--- src/csfb_defs.svh ---
// Purpose: constants of the charger status and flag bank
// Assumes: byte-wide registers behind a serial target port
// Notes:   definitions only
`ifndef CSFB_DEFS_SVH
`define CSFB_DEFS_SVH

// ****************************************************
// register offsets, masks, reset values
// ****************************************************
`define CSFB_ADDR_STATUS   8'h02
`define CSFB_ADDR_FLAG_CHG 8'h03
`define CSFB_ADDR_FLAG_FLT 8'h04
`define CSFB_ADDR_FLAG_ADC 8'h05
`define CSFB_RST_FLAG      8'h00
`define CSFB_MASK_STATUS   8'h71
`define CSFB_MASK_FLAG_CHG 8'h7f
`define CSFB_MASK_FLAG_FLT 8'hbf
`define CSFB_MASK_FLAG_ADC 8'hf1
`define CSFB_UNMAPPED      8'h00
// serial target address, value arbitrary
`define CSFB_DEV_ADDR      7'h2a
`define CSFB_BITS_PER_BYTE 4'h8

// ****************************************************
// field positions
// ****************************************************
`define CSFB_B_CMP_ONE     6
`define CSFB_B_CMP_TWO     5
`define CSFB_B_CMP_THREE   4
`define CSFB_B_THERM_OPEN  0
`define CSFB_B_TAPER       6
`define CSFB_B_DONE        5
`define CSFB_B_ILIM        4
`define CSFB_B_PATH        3
`define CSFB_B_VOLT_MGMT   2
`define CSFB_B_THERMAL     1
`define CSFB_B_PGOOD       0
`define CSFB_B_OVERVOLT    7
`define CSFB_B_OVERCUR     5
`define CSFB_B_UNDERVOLT   4
`define CSFB_B_COLD        3
`define CSFB_B_COOL        2
`define CSFB_B_WARM        1
`define CSFB_B_HOT         0
`define CSFB_B_ADC_READY   7

// ****************************************************
// synchronised input vector layout
// ****************************************************
`define CSFB_NIN           21
`define CSFB_IN_TAPER      0
`define CSFB_IN_DONE       1
`define CSFB_IN_ILIM       2
`define CSFB_IN_PATH       3
`define CSFB_IN_VOLT_MGMT  4
`define CSFB_IN_THERMAL    5
`define CSFB_IN_PGOOD      6
`define CSFB_IN_OVERVOLT   7
`define CSFB_IN_OVERCUR    8
`define CSFB_IN_UNDERVOLT  9
`define CSFB_IN_COLD       10
`define CSFB_IN_COOL       11
`define CSFB_IN_WARM       12
`define CSFB_IN_HOT        13
`define CSFB_IN_ADC        14
`define CSFB_IN_CMP_ONE    15
`define CSFB_IN_CMP_TWO    16
`define CSFB_IN_CMP_THREE  17
`define CSFB_IN_TOPEN      18
`define CSFB_IN_SCL        19
`define CSFB_IN_SDA        20

`endif

--- src/csfb_pkg.sv ---
// Purpose: types of the charger status and flag bank
// Assumes: csfb_defs.svh on the include path
// Notes:   state of each module is one packed struct
`include "csfb_defs.svh"

package csfb_pkg;

  // ****************************************************
  // serial target states
  // ****************************************************
  typedef enum logic [3:0] {
    ST_IDLE, ST_ADDR, ST_AACK, ST_PTR, ST_PACK,
    ST_WR, ST_WACK, ST_RD, ST_MACK
  } csfb_state_t;

  typedef struct packed {
    csfb_state_t st;
    logic [3:0]  cnt;
    logic [7:0]  shreg;
    logic [7:0]  ptr;
    logic        rw;
    logic        more;
    logic        sda_oe;
    logic        sda_out;
    logic [7:0]  flag_chg;
    logic [7:0]  flag_flt;
    logic [7:0]  flag_adc;
    logic [2:0]  live_prev;
  } csfb_main_t;

  typedef struct packed {
    logic [`CSFB_NIN-1:0] s1;
    logic [`CSFB_NIN-1:0] s2;
    logic [`CSFB_NIN-1:0] s3;
  } csfb_sync_t;

endpackage : csfb_pkg

--- src/csfb_evt_if.sv ---
// Purpose: synchronised levels and edges between the modules
// Assumes: one clock domain
// Notes:   src drives, dst reads
`timescale 1ns/100ps
`include "csfb_defs.svh"

interface csfb_evt_if;
  logic [`CSFB_NIN-1:0] level;
  logic [`CSFB_NIN-1:0] rise;
  logic [`CSFB_NIN-1:0] fall;
  modport src (output level, output rise, output fall);
  modport dst (input level, input rise, input fall);
endinterface : csfb_evt_if

--- src/csfb_evt_sync.sv ---
// Purpose: two-flop synchronisers and edge detection
// Assumes: raw inputs asynchronous to clk
// Notes:   first stage read only by second stage
`timescale 1ns/100ps

module csfb_evt_sync import csfb_pkg::*; (
  input  logic                 clk,
  input  logic                 reset,
  input  logic [`CSFB_NIN-1:0] raw_in,
  csfb_evt_if.src              ev
);

  csfb_sync_t q;
  csfb_sync_t n;

  always_comb begin
    n    = q;
    n.s1 = raw_in;
    n.s2 = q.s1;
    n.s3 = q.s2;
  end

  always_ff @(posedge clk or posedge reset) begin
    if (reset) begin
      q <= '0;
    end else begin
      q <= n;
    end
  end

  // ****************************************************
  // per-bit edges, taken behind the second stage
  // ****************************************************
  for (genvar i = 0; i < `CSFB_NIN; i++) begin : g_edge
    assign ev.level[i] = q.s2[i];
    assign ev.rise[i]  = q.s2[i] & ~q.s3[i];
    assign ev.fall[i]  = ~q.s2[i] & q.s3[i];
  end

endmodule : csfb_evt_sync

--- src/csfb_top.sv ---
// Purpose: status and latched event-flag bank of a charger
// Assumes: host reaches registers over the two-wire serial port
// Notes:   flags clear when their byte is loaded for a read
`timescale 1ns/100ps

module csfb_top import csfb_pkg::*; (
  input  logic clk,
  input  logic reset,
  input  logic scl,
  input  logic sda_in,
  output logic sda_out,
  output logic sda_oe,
  input  logic taper_active,
  input  logic charge_done,
  input  logic input_limit_active,
  input  logic path_mgmt_active,
  input  logic input_volt_mgmt_active,
  input  logic thermal_reg_active,
  input  logic input_good,
  input  logic input_overvolt,
  input  logic batt_overcurrent,
  input  logic batt_undervolt,
  input  logic therm_cold,
  input  logic therm_cool,
  input  logic therm_warm,
  input  logic therm_hot,
  input  logic adc_conv_done,
  input  logic cmp_one_above,
  input  logic cmp_two_above,
  input  logic cmp_three_above,
  input  logic therm_open,
  input  logic cmp_one_direction,
  input  logic cmp_two_direction,
  input  logic cmp_three_direction
);

  // ****************************************************
  // input gathering and synchronisers
  // ****************************************************
  logic [`CSFB_NIN-1:0] raw_in;
  csfb_evt_if           ev_if ();

  assign raw_in[`CSFB_IN_TAPER]     = taper_active;
  assign raw_in[`CSFB_IN_DONE]      = charge_done;
  assign raw_in[`CSFB_IN_ILIM]      = input_limit_active;
  assign raw_in[`CSFB_IN_PATH]      = path_mgmt_active;
  assign raw_in[`CSFB_IN_VOLT_MGMT] = input_volt_mgmt_active;
  assign raw_in[`CSFB_IN_THERMAL]   = thermal_reg_active;
  assign raw_in[`CSFB_IN_PGOOD]     = input_good;
  assign raw_in[`CSFB_IN_OVERVOLT]  = input_overvolt;
  assign raw_in[`CSFB_IN_OVERCUR]   = batt_overcurrent;
  assign raw_in[`CSFB_IN_UNDERVOLT] = batt_undervolt;
  assign raw_in[`CSFB_IN_COLD]      = therm_cold;
  assign raw_in[`CSFB_IN_COOL]      = therm_cool;
  assign raw_in[`CSFB_IN_WARM]      = therm_warm;
  assign raw_in[`CSFB_IN_HOT]       = therm_hot;
  assign raw_in[`CSFB_IN_ADC]       = adc_conv_done;
  assign raw_in[`CSFB_IN_CMP_ONE]   = cmp_one_above;
  assign raw_in[`CSFB_IN_CMP_TWO]   = cmp_two_above;
  assign raw_in[`CSFB_IN_CMP_THREE] = cmp_three_above;
  assign raw_in[`CSFB_IN_TOPEN]     = therm_open;
  assign raw_in[`CSFB_IN_SCL]       = scl;
  assign raw_in[`CSFB_IN_SDA]       = sda_in;

  csfb_evt_sync u_sync (
    .clk    (clk),
    .reset  (reset),
    .raw_in (raw_in),
    .ev     (ev_if.src)
  );

  // ****************************************************
  // bus conditions
  // ****************************************************
  logic scl_high;
  logic sda_level;
  logic scl_rise;
  logic scl_fall;
  logic bus_start;
  logic bus_stop;

  assign scl_high  = ev_if.level[`CSFB_IN_SCL];
  assign sda_level = ev_if.level[`CSFB_IN_SDA];
  assign scl_rise  = ev_if.rise[`CSFB_IN_SCL];
  assign scl_fall  = ev_if.fall[`CSFB_IN_SCL];
  // both lines pass equal delay, so edge order is kept
  assign bus_start = scl_high & ev_if.fall[`CSFB_IN_SDA];
  assign bus_stop  = scl_high & ev_if.rise[`CSFB_IN_SDA];

  // ****************************************************
  // live comparator and thermistor status
  // ****************************************************
  logic [2:0] live;
  logic [7:0] status;

  always_comb begin
    live[0] = cmp_one_direction ? ev_if.level[`CSFB_IN_CMP_ONE]
                                : ~ev_if.level[`CSFB_IN_CMP_ONE];
    live[1] = cmp_two_direction ? ev_if.level[`CSFB_IN_CMP_TWO]
                                : ~ev_if.level[`CSFB_IN_CMP_TWO];
    live[2] = cmp_three_direction ? ev_if.level[`CSFB_IN_CMP_THREE]
                                  : ~ev_if.level[`CSFB_IN_CMP_THREE];
    status = 8'h00;
    status[`CSFB_B_CMP_ONE]    = live[0];
    status[`CSFB_B_CMP_TWO]    = live[1];
    status[`CSFB_B_CMP_THREE]  = live[2];
    status[`CSFB_B_THERM_OPEN] = ev_if.level[`CSFB_IN_TOPEN];
    status = status & `CSFB_MASK_STATUS;
  end

  // ****************************************************
  // event sources per flag bit
  // ****************************************************
  logic [7:0] set_chg;
  logic [7:0] set_flt;
  logic [7:0] set_adc;

  always_comb begin
    set_chg = 8'h00;
    set_flt = 8'h00;
    set_adc = 8'h00;
    set_chg[`CSFB_B_TAPER]     = ev_if.rise[`CSFB_IN_TAPER];
    set_chg[`CSFB_B_DONE]      = ev_if.rise[`CSFB_IN_DONE];
    set_chg[`CSFB_B_ILIM]      = ev_if.rise[`CSFB_IN_ILIM];
    set_chg[`CSFB_B_PATH]      = ev_if.rise[`CSFB_IN_PATH];
    set_chg[`CSFB_B_VOLT_MGMT] = ev_if.rise[`CSFB_IN_VOLT_MGMT];
    set_chg[`CSFB_B_THERMAL]   = ev_if.rise[`CSFB_IN_THERMAL];
    set_chg[`CSFB_B_PGOOD]     = ev_if.rise[`CSFB_IN_PGOOD]
                               | ev_if.fall[`CSFB_IN_PGOOD];
    set_flt[`CSFB_B_OVERVOLT]  = ev_if.rise[`CSFB_IN_OVERVOLT];
    set_flt[`CSFB_B_OVERCUR]   = ev_if.rise[`CSFB_IN_OVERCUR];
    // inverted sense kept: set when battery leaves undervoltage
    set_flt[`CSFB_B_UNDERVOLT] = ev_if.fall[`CSFB_IN_UNDERVOLT];
    set_flt[`CSFB_B_COLD]      = ev_if.rise[`CSFB_IN_COLD];
    set_flt[`CSFB_B_COOL]      = ev_if.rise[`CSFB_IN_COOL];
    set_flt[`CSFB_B_WARM]      = ev_if.rise[`CSFB_IN_WARM];
    set_flt[`CSFB_B_HOT]       = ev_if.rise[`CSFB_IN_HOT];
    set_adc[`CSFB_B_ADC_READY] = ev_if.rise[`CSFB_IN_ADC];
    // a direction change that makes the condition true also counts
    set_adc[`CSFB_B_CMP_ONE]   = live[0] & ~q.live_prev[0];
    set_adc[`CSFB_B_CMP_TWO]   = live[1] & ~q.live_prev[1];
    set_adc[`CSFB_B_CMP_THREE] = live[2] & ~q.live_prev[2];
    set_adc[`CSFB_B_THERM_OPEN] = ev_if.rise[`CSFB_IN_TOPEN];
  end

  // ****************************************************
  // register read multiplexer
  // ****************************************************
  csfb_main_t q;
  csfb_main_t n;
  logic [7:0] rd_byte;

  always_comb begin
    unique case (q.ptr)
      `CSFB_ADDR_STATUS:   rd_byte = status;
      `CSFB_ADDR_FLAG_CHG: rd_byte = q.flag_chg;
      `CSFB_ADDR_FLAG_FLT: rd_byte = q.flag_flt;
      `CSFB_ADDR_FLAG_ADC: rd_byte = q.flag_adc;
      default:             rd_byte = `CSFB_UNMAPPED;
    endcase
  end

  // ****************************************************
  // serial target and flag update
  // ****************************************************
  always_comb begin
    logic load;
    logic [7:0] keep_chg;
    logic [7:0] keep_flt;
    logic [7:0] keep_adc;
    load     = 1'b0;
    n        = q;
    n.sda_out = 1'b0;
    n.live_prev = live;
    if (bus_stop) begin
      n.st     = ST_IDLE;
      n.sda_oe = 1'b0;
    end else if (bus_start) begin
      // repeated start lands here too and keeps the pointer
      n.st     = ST_ADDR;
      n.cnt    = 4'h0;
      n.sda_oe = 1'b0;
    end else begin
      unique case (q.st)
        ST_IDLE: begin
          n.sda_oe = 1'b0;
        end
        ST_ADDR: begin
          if (scl_rise) begin
            n.shreg = {q.shreg[6:0], sda_level};
            n.cnt   = q.cnt + 4'h1;
          end else if (scl_fall && q.cnt == `CSFB_BITS_PER_BYTE) begin
            if (q.shreg[7:1] == `CSFB_DEV_ADDR) begin
              n.rw     = q.shreg[0];
              n.sda_oe = 1'b1;
              n.st     = ST_AACK;
            end else begin
              n.st = ST_IDLE;
            end
          end
        end
        ST_AACK: begin
          if (scl_fall) begin
            n.cnt = 4'h0;
            if (q.rw) begin
              load = 1'b1;
              n.st = ST_RD;
            end else begin
              n.sda_oe = 1'b0;
              n.st     = ST_PTR;
            end
          end
        end
        ST_PTR: begin
          if (scl_rise) begin
            n.shreg = {q.shreg[6:0], sda_level};
            n.cnt   = q.cnt + 4'h1;
          end else if (scl_fall && q.cnt == `CSFB_BITS_PER_BYTE) begin
            n.ptr    = q.shreg;
            n.sda_oe = 1'b1;
            n.st     = ST_PACK;
          end
        end
        ST_PACK: begin
          if (scl_fall) begin
            n.sda_oe = 1'b0;
            n.cnt    = 4'h0;
            n.st     = ST_WR;
          end
        end
        ST_WR: begin
          // bytes are acknowledged but nothing here is writable
          if (scl_rise) begin
            n.shreg = {q.shreg[6:0], sda_level};
            n.cnt   = q.cnt + 4'h1;
          end else if (scl_fall && q.cnt == `CSFB_BITS_PER_BYTE) begin
            n.ptr    = q.ptr + 8'h01;
            n.sda_oe = 1'b1;
            n.st     = ST_WACK;
          end
        end
        ST_WACK: begin
          if (scl_fall) begin
            n.sda_oe = 1'b0;
            n.cnt    = 4'h0;
            n.st     = ST_WR;
          end
        end
        ST_RD: begin
          if (scl_rise) begin
            n.cnt = q.cnt + 4'h1;
          end else if (scl_fall) begin
            if (q.cnt == `CSFB_BITS_PER_BYTE) begin
              n.sda_oe = 1'b0;
              n.st     = ST_MACK;
            end else begin
              n.shreg  = {q.shreg[6:0], 1'b0};
              n.sda_oe = ~q.shreg[6];
            end
          end
        end
        ST_MACK: begin
          if (scl_rise) begin
            n.more = ~sda_level;
          end else if (scl_fall) begin
            if (q.more) begin
              load  = 1'b1;
              n.cnt = 4'h0;
              n.st  = ST_RD;
            end else begin
              n.st = ST_IDLE;
            end
          end
        end
      endcase
    end

    // open drain: drive low for a zero bit, release for a one
    if (load) begin
      n.shreg  = rd_byte;
      n.ptr    = q.ptr + 8'h01;
      n.sda_oe = ~rd_byte[7];
    end

    // clear on load for read; a same-cycle event still lands
    keep_chg = (load && q.ptr == `CSFB_ADDR_FLAG_CHG) ?
               `CSFB_RST_FLAG : q.flag_chg;
    keep_flt = (load && q.ptr == `CSFB_ADDR_FLAG_FLT) ?
               `CSFB_RST_FLAG : q.flag_flt;
    keep_adc = (load && q.ptr == `CSFB_ADDR_FLAG_ADC) ?
               `CSFB_RST_FLAG : q.flag_adc;
    n.flag_chg = (keep_chg | set_chg) & `CSFB_MASK_FLAG_CHG;
    n.flag_flt = (keep_flt | set_flt) & `CSFB_MASK_FLAG_FLT;
    n.flag_adc = (keep_adc | set_adc) & `CSFB_MASK_FLAG_ADC;
  end

  // ****************************************************
  // state register
  // ****************************************************
  always_ff @(posedge clk or posedge reset) begin
    if (reset) begin
      q <= '0;
    end else begin
      q <= n;
    end
  end

  assign sda_out = q.sda_out;
  assign sda_oe  = q.sda_oe;

endmodule : csfb_top

--- config.mk ---
export PLATFORM = sky130hd
export DESIGN_NAME = csfb_top
export DESIGN_NICKNAME = d
export VERILOG_FILES = /design/src/csfb_pkg.sv /design/src/csfb_evt_if.sv /design/src/csfb_evt_sync.sv /design/src/csfb_top.sv
export VERILOG_INCLUDE_DIRS = /design/src /design/src/src
export SDC_FILE = /design/constraint.sdc
export NUM_CORES = 1
export LEC_CHECK = 0
export ABC_CLOCK_PERIOD_IN_PS = 8440
export BUFFER_PORTS_ARGS = -buffer_cell sky130_fd_sc_hd__buf_2
export CAP_MARGIN = 10
export CORE_MARGIN = 2
export CORE_UTILIZATION = 49
export DETAILED_ROUTE_END_ITERATION = 12
export PLACE_DENSITY = 0.67
export REMOVE_ABC_BUFFERS = 1
export SLEW_MARGIN = 30
export SYNTH_ARGS = -nofsm -noshare
export SYNTH_HDL_FRONTEND = slang
export SYNTH_SLANG_ARGS = --single-unit
--- constraint.sdc ---
create_clock -name clk -period 8.44 [get_ports clk]
set_input_delay 2.11 -clock clk [delete_from_list [all_inputs] [get_ports clk]]
set_output_delay 2.11 -clock clk [all_outputs]
set_load 0.005 [all_outputs]
==> results.ini, run 1 <==
[outcome]
outcome = completed

[sta]
totalNegativeSetupSlack_ns = 0
finalSetupViolations = 0
worst-slew-pin-transition_ns = 0.826
finalWorstPathRequiredPeriod_ns = 3.05
final_min_period_over_clock_period_pct = 36.1
max_slew_margin_pct = 45.0
fin_worst_skew_ns = 0.0120
setup_repair_after_global_routing_missed_its_margin = no
max_clock_freq_mhz = 328
finalHoldViolCount = 0
slew_violations = 0

[yosys]
synth_top_family_by_area = compound AO/OA/AOI/OAI gates
synth_fa_ha_area_share_pct = 1.65
synth_simple_gate_area_share_pct = 13.5
synthesized_area_fraction_occupied_by_ao_oa_aoi_and_oai_cells_pct = 16.7
post_synth_xor_area_fraction_pct = 1.35
synth_enable_flop_cells = 0
mux_share_of_post_synthesis_cell_area_pct = 2.61
async_reset_ff_share_pct = 100
synth.ff_latch_count = 109
ys_warnings = 0
dominantRegCellSynth = sky130_fd_sc_hd__dfrtp_1
syn-instance-count = 405
yosysUniqueCellTypes = 69
post_synth_instance_area_mm2 = 0.00455
ys_seq_area_share_pct = 59.9
synthesis.area_per_instance_um2 = 11.2

[clock_network]
reg_clk_slew_reported_paths_ns = 0.11
clk-insertion-delay-late_ns = 0.36
ctsHoldBuffers = 0
post_cts_resized = 0
numClockSinks = 109
numCtsBuffers = 9
clockBufferDepth = 2
htree_num_levels = 3
post-cts-setup-buffers = 0
cts.root.buffer_cell = sky130_fd_sc_hd__clkbuf_8
tritoncts_clock_tree = built

[power]
power.density_cell_area_mw_per_mm2 = 193
power_switching_mw = 0.253
power.internal_mw = 0.696
seqPwrFrac_pct = 60.4
sw_frac_of_total_pct = 26.7
worst_ir_drop_vdd_uv = 149
p_comb_share_pct = 7.9
power.static_leakage_nw = 2.20
clock_power_share_pct = 31.6

[final_layout]
antenna_diode_instance_count = 0
drive_above_1_share_pct = 13.9
final_instance_count_without_filler_cells = 544
num-fill-cells = 787
most_frequent_cells_in_the_layout = sky130_fd_sc_hd__dfrtp_1 (109), sky130_fd_sc_hd__nand2_1 (54), sky130_fd_sc_hd__o21ai_0 (38), sky130_fd_sc_hd__buf_2 (26), sky130_fd_sc_hd__inv_1 (24)
final_common_cell = sky130_fd_sc_hd__dfrtp_1
fin_nets = 460
area.growth.synth_to_final_pct = 8.16

[routing]
drtIter0Drc = 173
drt_first_pass_iters = 4
ant_nets = 0
finalWirelength_um = 8350
route.vias.total = 3088
route.detailed.drc = 0
viasPerCell = 5.68
route.detailed.wl_per_inst_um = 15.4

[placement]
port-buffer-count = 26
gpl.final_weighted_congestion = 0.838
dp_hpwl_um = 5670
dp_cells = 528

[grt]
grt_first_pass_wirelength_um = 14300
pin_count_of_the_biggest_net_entering_global_routing = 70
antenna_found_initial = 0
overflow = 0
gr-usage-all-layers_pct = 18.0
first_global_vias = 3045

[setup_path]
critPathCapture = sda_oe
startpoint_type = register
worst_ep_arrival_time_ns = 0.94
crit_path_cell_trace = buf_2
r2r_cells = 5
critical_path_maximum_fanout = 3
critPathBufInv = 1
crit_required_ns = 6.33
cp_num_cells = 1
critPathLaunch = sda_oe
reg2reg_to = q[45]
critical_path.endpoint_type = output port
critPathMaxStageDelay_ns = 0.43
regToRegSetupSlack_ns = 6.14
worst_r2r_startpoint = q[54]
crit_family = flip-flops
worst_path_class_setup = register to output port
critical_path.slowest_cell = sky130_fd_sc_hd__dfrtp_1

[floorplanning]
floorplan.die.height_um = 100
initial_utilization_pct = 50.0
io_pins = 28
std_cell_rows = 35
chipWidth_um = 100
dieArea_mm2 = 0.0101
coreArea_mm2 = 0.00911

[hold_path]
hold_path_depth = 0
min_from = u_sync.n[26]
worstHoldPathType = register to register

[job]
max_cap_viol_count = 0

## cells in the mapped netlist, types with 5 or more instances
library cell	instances	area [um^2]
sky130_fd_sc_hd__a21oi_1	17	85.1
sky130_fd_sc_hd__a221oi_1	5	43.8
sky130_fd_sc_hd__and3_1	5	31.3
sky130_fd_sc_hd__clkbuf_1	6	22.5
sky130_fd_sc_hd__dfrtp_1	109	2730
sky130_fd_sc_hd__ha_1	6	75.1
sky130_fd_sc_hd__inv_1	25	93.8
sky130_fd_sc_hd__mux2_2	5	56.3
sky130_fd_sc_hd__nand2_1	54	203
sky130_fd_sc_hd__nand2b_1	5	31.3
sky130_fd_sc_hd__nand3_1	7	35.0
sky130_fd_sc_hd__nor2_1	17	63.8
sky130_fd_sc_hd__nor3_1	6	30.0
sky130_fd_sc_hd__o21ai_0	38	190
sky130_fd_sc_hd__o31ai_1	5	37.5
sky130_fd_sc_hd__xnor2_1	6	52.6
## registers in the layout, indices dropped and copies added (netlist names)
register	flops
q	48
u_sync.ev.level	21
u_sync.n	21
u_sync.q	18
sda_oe	1
## layout make-up
class | count | area (um^2) | area share, %
timing repair buffer | 27 | 138 | 2.79
multi-input combinational | 256 | 1640 | 33.2
inverter | 25 | 96.3 | 1.96
tap | 111 | 139 | 2.82
clock inverter | 6 | 62.6 | 1.27
clock buffer | 10 | 128 | 2.59
sequential | 109 | 2730 | 55.4
## how the worst min path moves through the flow
stage / endpoint
6_report: u_sync.ev.level[5]
5_1_grt: u_sync.ev.level[5]
4_1_cts: u_sync.ev.level[5]
3_5_place_dp: u_sync.ev.level[7]
3_3_place_gp: u_sync.ev.level[10]
2_1_floorplan: u_sync.ev.level[0]
## worst reg2reg max path: stages, from the launching register on
cell and delay [ns]:
sky130_fd_sc_hd__dfrtp_1 0.70, sky130_fd_sc_hd__and2b_1 0.31, sky130_fd_sc_hd__nand3_2 0.16, sky130_fd_sc_hd__a2bb2oi_1 0.19
sky130_fd_sc_hd__o22a_1 0.45, sky130_fd_sc_hd__mux2_2 0.39
## through the flow
| step | util (%) | area, um^2 | worst slack, ns | hold WS, ns | power [mW] |
|---|---|---|---|---|---|
| after global placement | 52.0 | 4740 | 5.00 | 0.331 | 0.656 |
| after CTS | 54.1 | 4930 | 5.39 | 0.353 | 0.958 |
| final | 54.1 | 4930 | 5.39 | 0.347 | 0.949 |
| after detailed placement | 52.0 | 4740 | 4.98 | 0.335 | 0.659 |
| after global routing | 54.1 | 4930 | 5.18 | 0.363 | 0.995 |
| after floorplan | - | 4460 | 3.46 | 0.331 | 0.633 |
## logic make-up (layout without fill, tap and decap cells)
kind of cell,count (synthesis),after routing
simple gates,121,121
compound gates,110,110
flops,109,109
buf+inv,40,68
mux,11,11
xor+xnor,7,7
fa+ha+maj,6,6
other cells,1,1
## power groups by stage
stage / Sequential [mW] / Combinational, mW / Clock (mW)
floorplan: 0.577 / 0.0565 / 0
global placement: 0.582 / 0.0739 / 0
detailed placement: 0.583 / 0.0759 / 0
CTS: 0.573 / 0.0762 / 0.308
global route: 0.578 / 0.0860 / 0.331
finish: 0.574 / 0.0752 / 0.300
## routing by layer
metal	wire length (um)	GRT usage, %	up-vias
met4	145	7.06	0
met3	293	3.41	17
met2	4140	29.7	64
met1	3770	23.8	1537
met5	0	0	-
li1	-	-	1470
Power figures use the tool's default switching activity.
==> run 2, diff against run 1 <==
ABC_AREA = 1   (was not set)
ABC_CLOCK_PERIOD_IN_PS = 2900   (was 8440)
PLACE_DENSITY = 0.66   (was 0.67)
clock period = 2.9 ns   (was 8.44 ns; I/O delays follow)
==> run 2 against run 1 <==
  * Non-clock buffer count is 2 higher
  * Sequential cell count unchanged
  * Highest routed layer unchanged
  * Power increased to 3.1 times the previous value
  * Critical endpoint is now q[51]
==> results.ini, run 2 <==
[power]
p_comb_share_pct = 10.9
power_switching_mw = 0.839
power.internal_mw = 2.07
power.static_leakage_nw = 2.53
power.density_cell_area_mw_per_mm2 = 559
seqPwrFrac_pct = 58.1
sw_frac_of_total_pct = 28.8
clock_power_share_pct = 31.0
worst_ir_drop_vdd_uv = 459

[clock_network]
clockBufferDepth = 2
reg_clk_slew_reported_paths_ns = 0.11
post-cts-setup-buffers = 0
ctsHoldBuffers = 0
clk-insertion-delay-late_ns = 0.38
cts.root.buffer_cell = sky130_fd_sc_hd__clkbuf_8
post_cts_resized = 0
numClockSinks = 109
htree_num_levels = 3
tritoncts_clock_tree = built
numCtsBuffers = 9

[yosys]
post-synth-top-area-fraction_pct = 57.6
yosys.cell_count.top_type = sky130_fd_sc_hd__nand2_1
netlist.top_cell.by_area = sky130_fd_sc_hd__dfrtp_1
ys_seq_area_share_pct = 57.6
yosysUniqueCellTypes = 35
async_reset_ff_share_pct = 100
synth_enable_flop_cells = 0
ys_warnings = 0
post_synth_instance_area_mm2 = 0.00473
dominantRegCellSynth = sky130_fd_sc_hd__dfrtp_1
synthesis.area_per_instance_um2 = 9.19
synth_commonest_cells = sky130_fd_sc_hd__nand2_1 (117), sky130_fd_sc_hd__dfrtp_1 (109), sky130_fd_sc_hd__inv_1 (68)
syn-instance-count = 515
synth.ff_latch_count = 109
synth.top_cells.by_area = sky130_fd_sc_hd__dfrtp_1 (58%), sky130_fd_sc_hd__nand2_1 (9.3%), sky130_fd_sc_hd__nand3_1 (5.5%)

[sta]
finalSetupViolations = 0
final_min_period_over_clock_period_pct = 77.5
finalWorstPathRequiredPeriod_ns = 2.25
max_clock_freq_mhz = 445
slew_violations = 0
setup_repair_after_global_routing_missed_its_margin = no
worst_hold_slack_ns = 0.325
minimum_setup_slack_in_the_final_design_ns = 0.653
fin_worst_skew_ns = 0.00985
finalHoldViolCount = 0
max_slew_margin_pct = 57.9
worst-slew-pin-transition_ns = 0.627

[setup_path]
critPathBufInv = 2
crit_family = simple AND/OR/NAND/NOR gates
worst_ep_arrival_time_ns = 2.57
critical_path.slowest_cell = sky130_fd_sc_hd__dfrtp_1
critPathMaxStageDelay_ns = 0.46
crit_required_ns = 3.22
startpoint_type = register
regToRegSetupSlack_ns = 0.65
critical_path.endpoint_type = register
critical_path_maximum_fanout = 11
crit_path_cell_trace = inv_1 > nand3_1 > nand2_1 > inv_1 > nand3_1 > nand3_1 > nor2_4 > nand3_1 > nand2_1
critical-path-top-cell-by-count = sky130_fd_sc_hd__nand3_1
worst_path_class_setup = register to register

[grt]
grt_first_pass_wirelength_um = 16800
pin_count_of_the_biggest_net_entering_global_routing = 52
gr-usage-all-layers_pct = 21.1
antenna_found_initial = 0
overflow = 0
first_global_vias = 3476

[floorplanning]
coreArea_mm2 = 0.00928
dieArea_mm2 = 0.0105
io_pins = 28
floorplan.die.height_um = 102
chipWidth_um = 102
initial_utilization_pct = 51.0
std_cell_rows = 35

[placement]
dp_cells = 666
port-buffer-count = 26
dp_hpwl_um = 7090
placement_setup_slack_ns = 0.659
gpl.final_weighted_congestion = 0.946

[routing]
finalWirelength_um = 9570
drtIter0Drc = 161
route.detailed.drc = 0
drt_first_pass_iters = 4
ant_nets = 0
route.detailed.wl_per_inst_um = 14.0
viasPerCell = 5.14
route.vias.total = 3503

[outcome]
outcome = completed

[final_layout]
final_instance_count_without_filler_cells = 682
fin_nets = 580
final_common_cell = sky130_fd_sc_hd__nand2_1
largest_register_ff_count = 48
area.growth.synth_to_final_pct = 10.0
most_frequent_cells_in_the_layout = sky130_fd_sc_hd__nand2_1 (117), sky130_fd_sc_hd__dfrtp_1 (109), sky130_fd_sc_hd__inv_1 (67), sky130_fd_sc_hd__nand3_1 (52), sky130_fd_sc_hd__nor2_1 (30)
largest_register = q
antenna_diode_instance_count = 0
drive_above_1_share_pct = 13.9

[hold_path]
worstHoldPathType = input pin to async pin

[job]
max_cap_viol_count = 0

[run 2: cell types whose count changed in the layout (fill, tap and decap cells not counted), sizes merged, moves of 5 or more]
cell and change:
nand2 +66, inv +51, nand3 +48, nor2 +19
o22ai +14, nand4 +13, a21oi -8, mux2 -7
a221oi -5, and3 -5, nand2b -5
[run 2: worst paths after layout]
path / startpoint / end / cells after the start
setup / recovery: u_sync.ev.level[20] / q[51] / 9
hold / removal: reset / u_sync.ev.level[1] / 2
setup reg to reg: u_sync.ev.level[20] / q[51] / 9
hold reg to reg: u_sync.n[21] / u_sync.ev.level[0] / 0
max in group asynchronous: reset / q[47] / 3
min in group clk: u_sync.n[21] / u_sync.ev.level[0] / 0
[run 2: routing by layer]
layer	up-vias	share of wire [%]	GRT usage [%]
li1	1736	-	-
met1	1656	48	29.3
met2	92	45	32.5
met3	19	4.3	4.45
met4	0	2.5	8.62
met5	-	0	0
[run 2: cell type report]
cell class / count / area [um^2]
Clock inverter: 7 / 82.6
Multi-Input combinational cell: 320 / 1650
Inverter: 79 / 302
Fill cell: 838 / 4080
Tap cell: 129 / 161
Timing Repair Buffer: 29 / 165
Sequential cell: 109 / 2730
Clock buffer: 9 / 124
[run 2: logic make-up (layout without fill, tap and decap cells)]
group,Yosys count,count (layout),share of synthesized area (%)
buf+inv,86,124,7.59
other cells,1,1,0.0792
flops,109,109,57.6
simple gates,239,239,23.6
compound gates,66,66,8.01
xor+xnor,8,8,1.48
fa+ha+maj,6,6,1.59
[run 2: per-stage QoR]
stage	power [mW]	TNS [ns]	util (%)	cell area, um^2
5_1_grt	3.09	0	56.1	5210
4_1_cts	2.95	0	56.1	5210
3_5_place_dp	2.04	0	53.9	5000
3_3_place_gp	2.03	0	53.9	5000
2_1_floorplan	1.93	-76.19	-	4670
6_report	2.91	0	56.1	5210
[run 2: power by group through the flow]
stage,combinational [mW],clock [mW],sequential (mW)
after global placement,0.316,0,1.72
after floorplan,0.231,0,1.70
after global routing,0.370,1.01,1.71
after CTS,0.320,0.939,1.69
after detailed placement,0.318,0,1.72
final,0.317,0.902,1.69
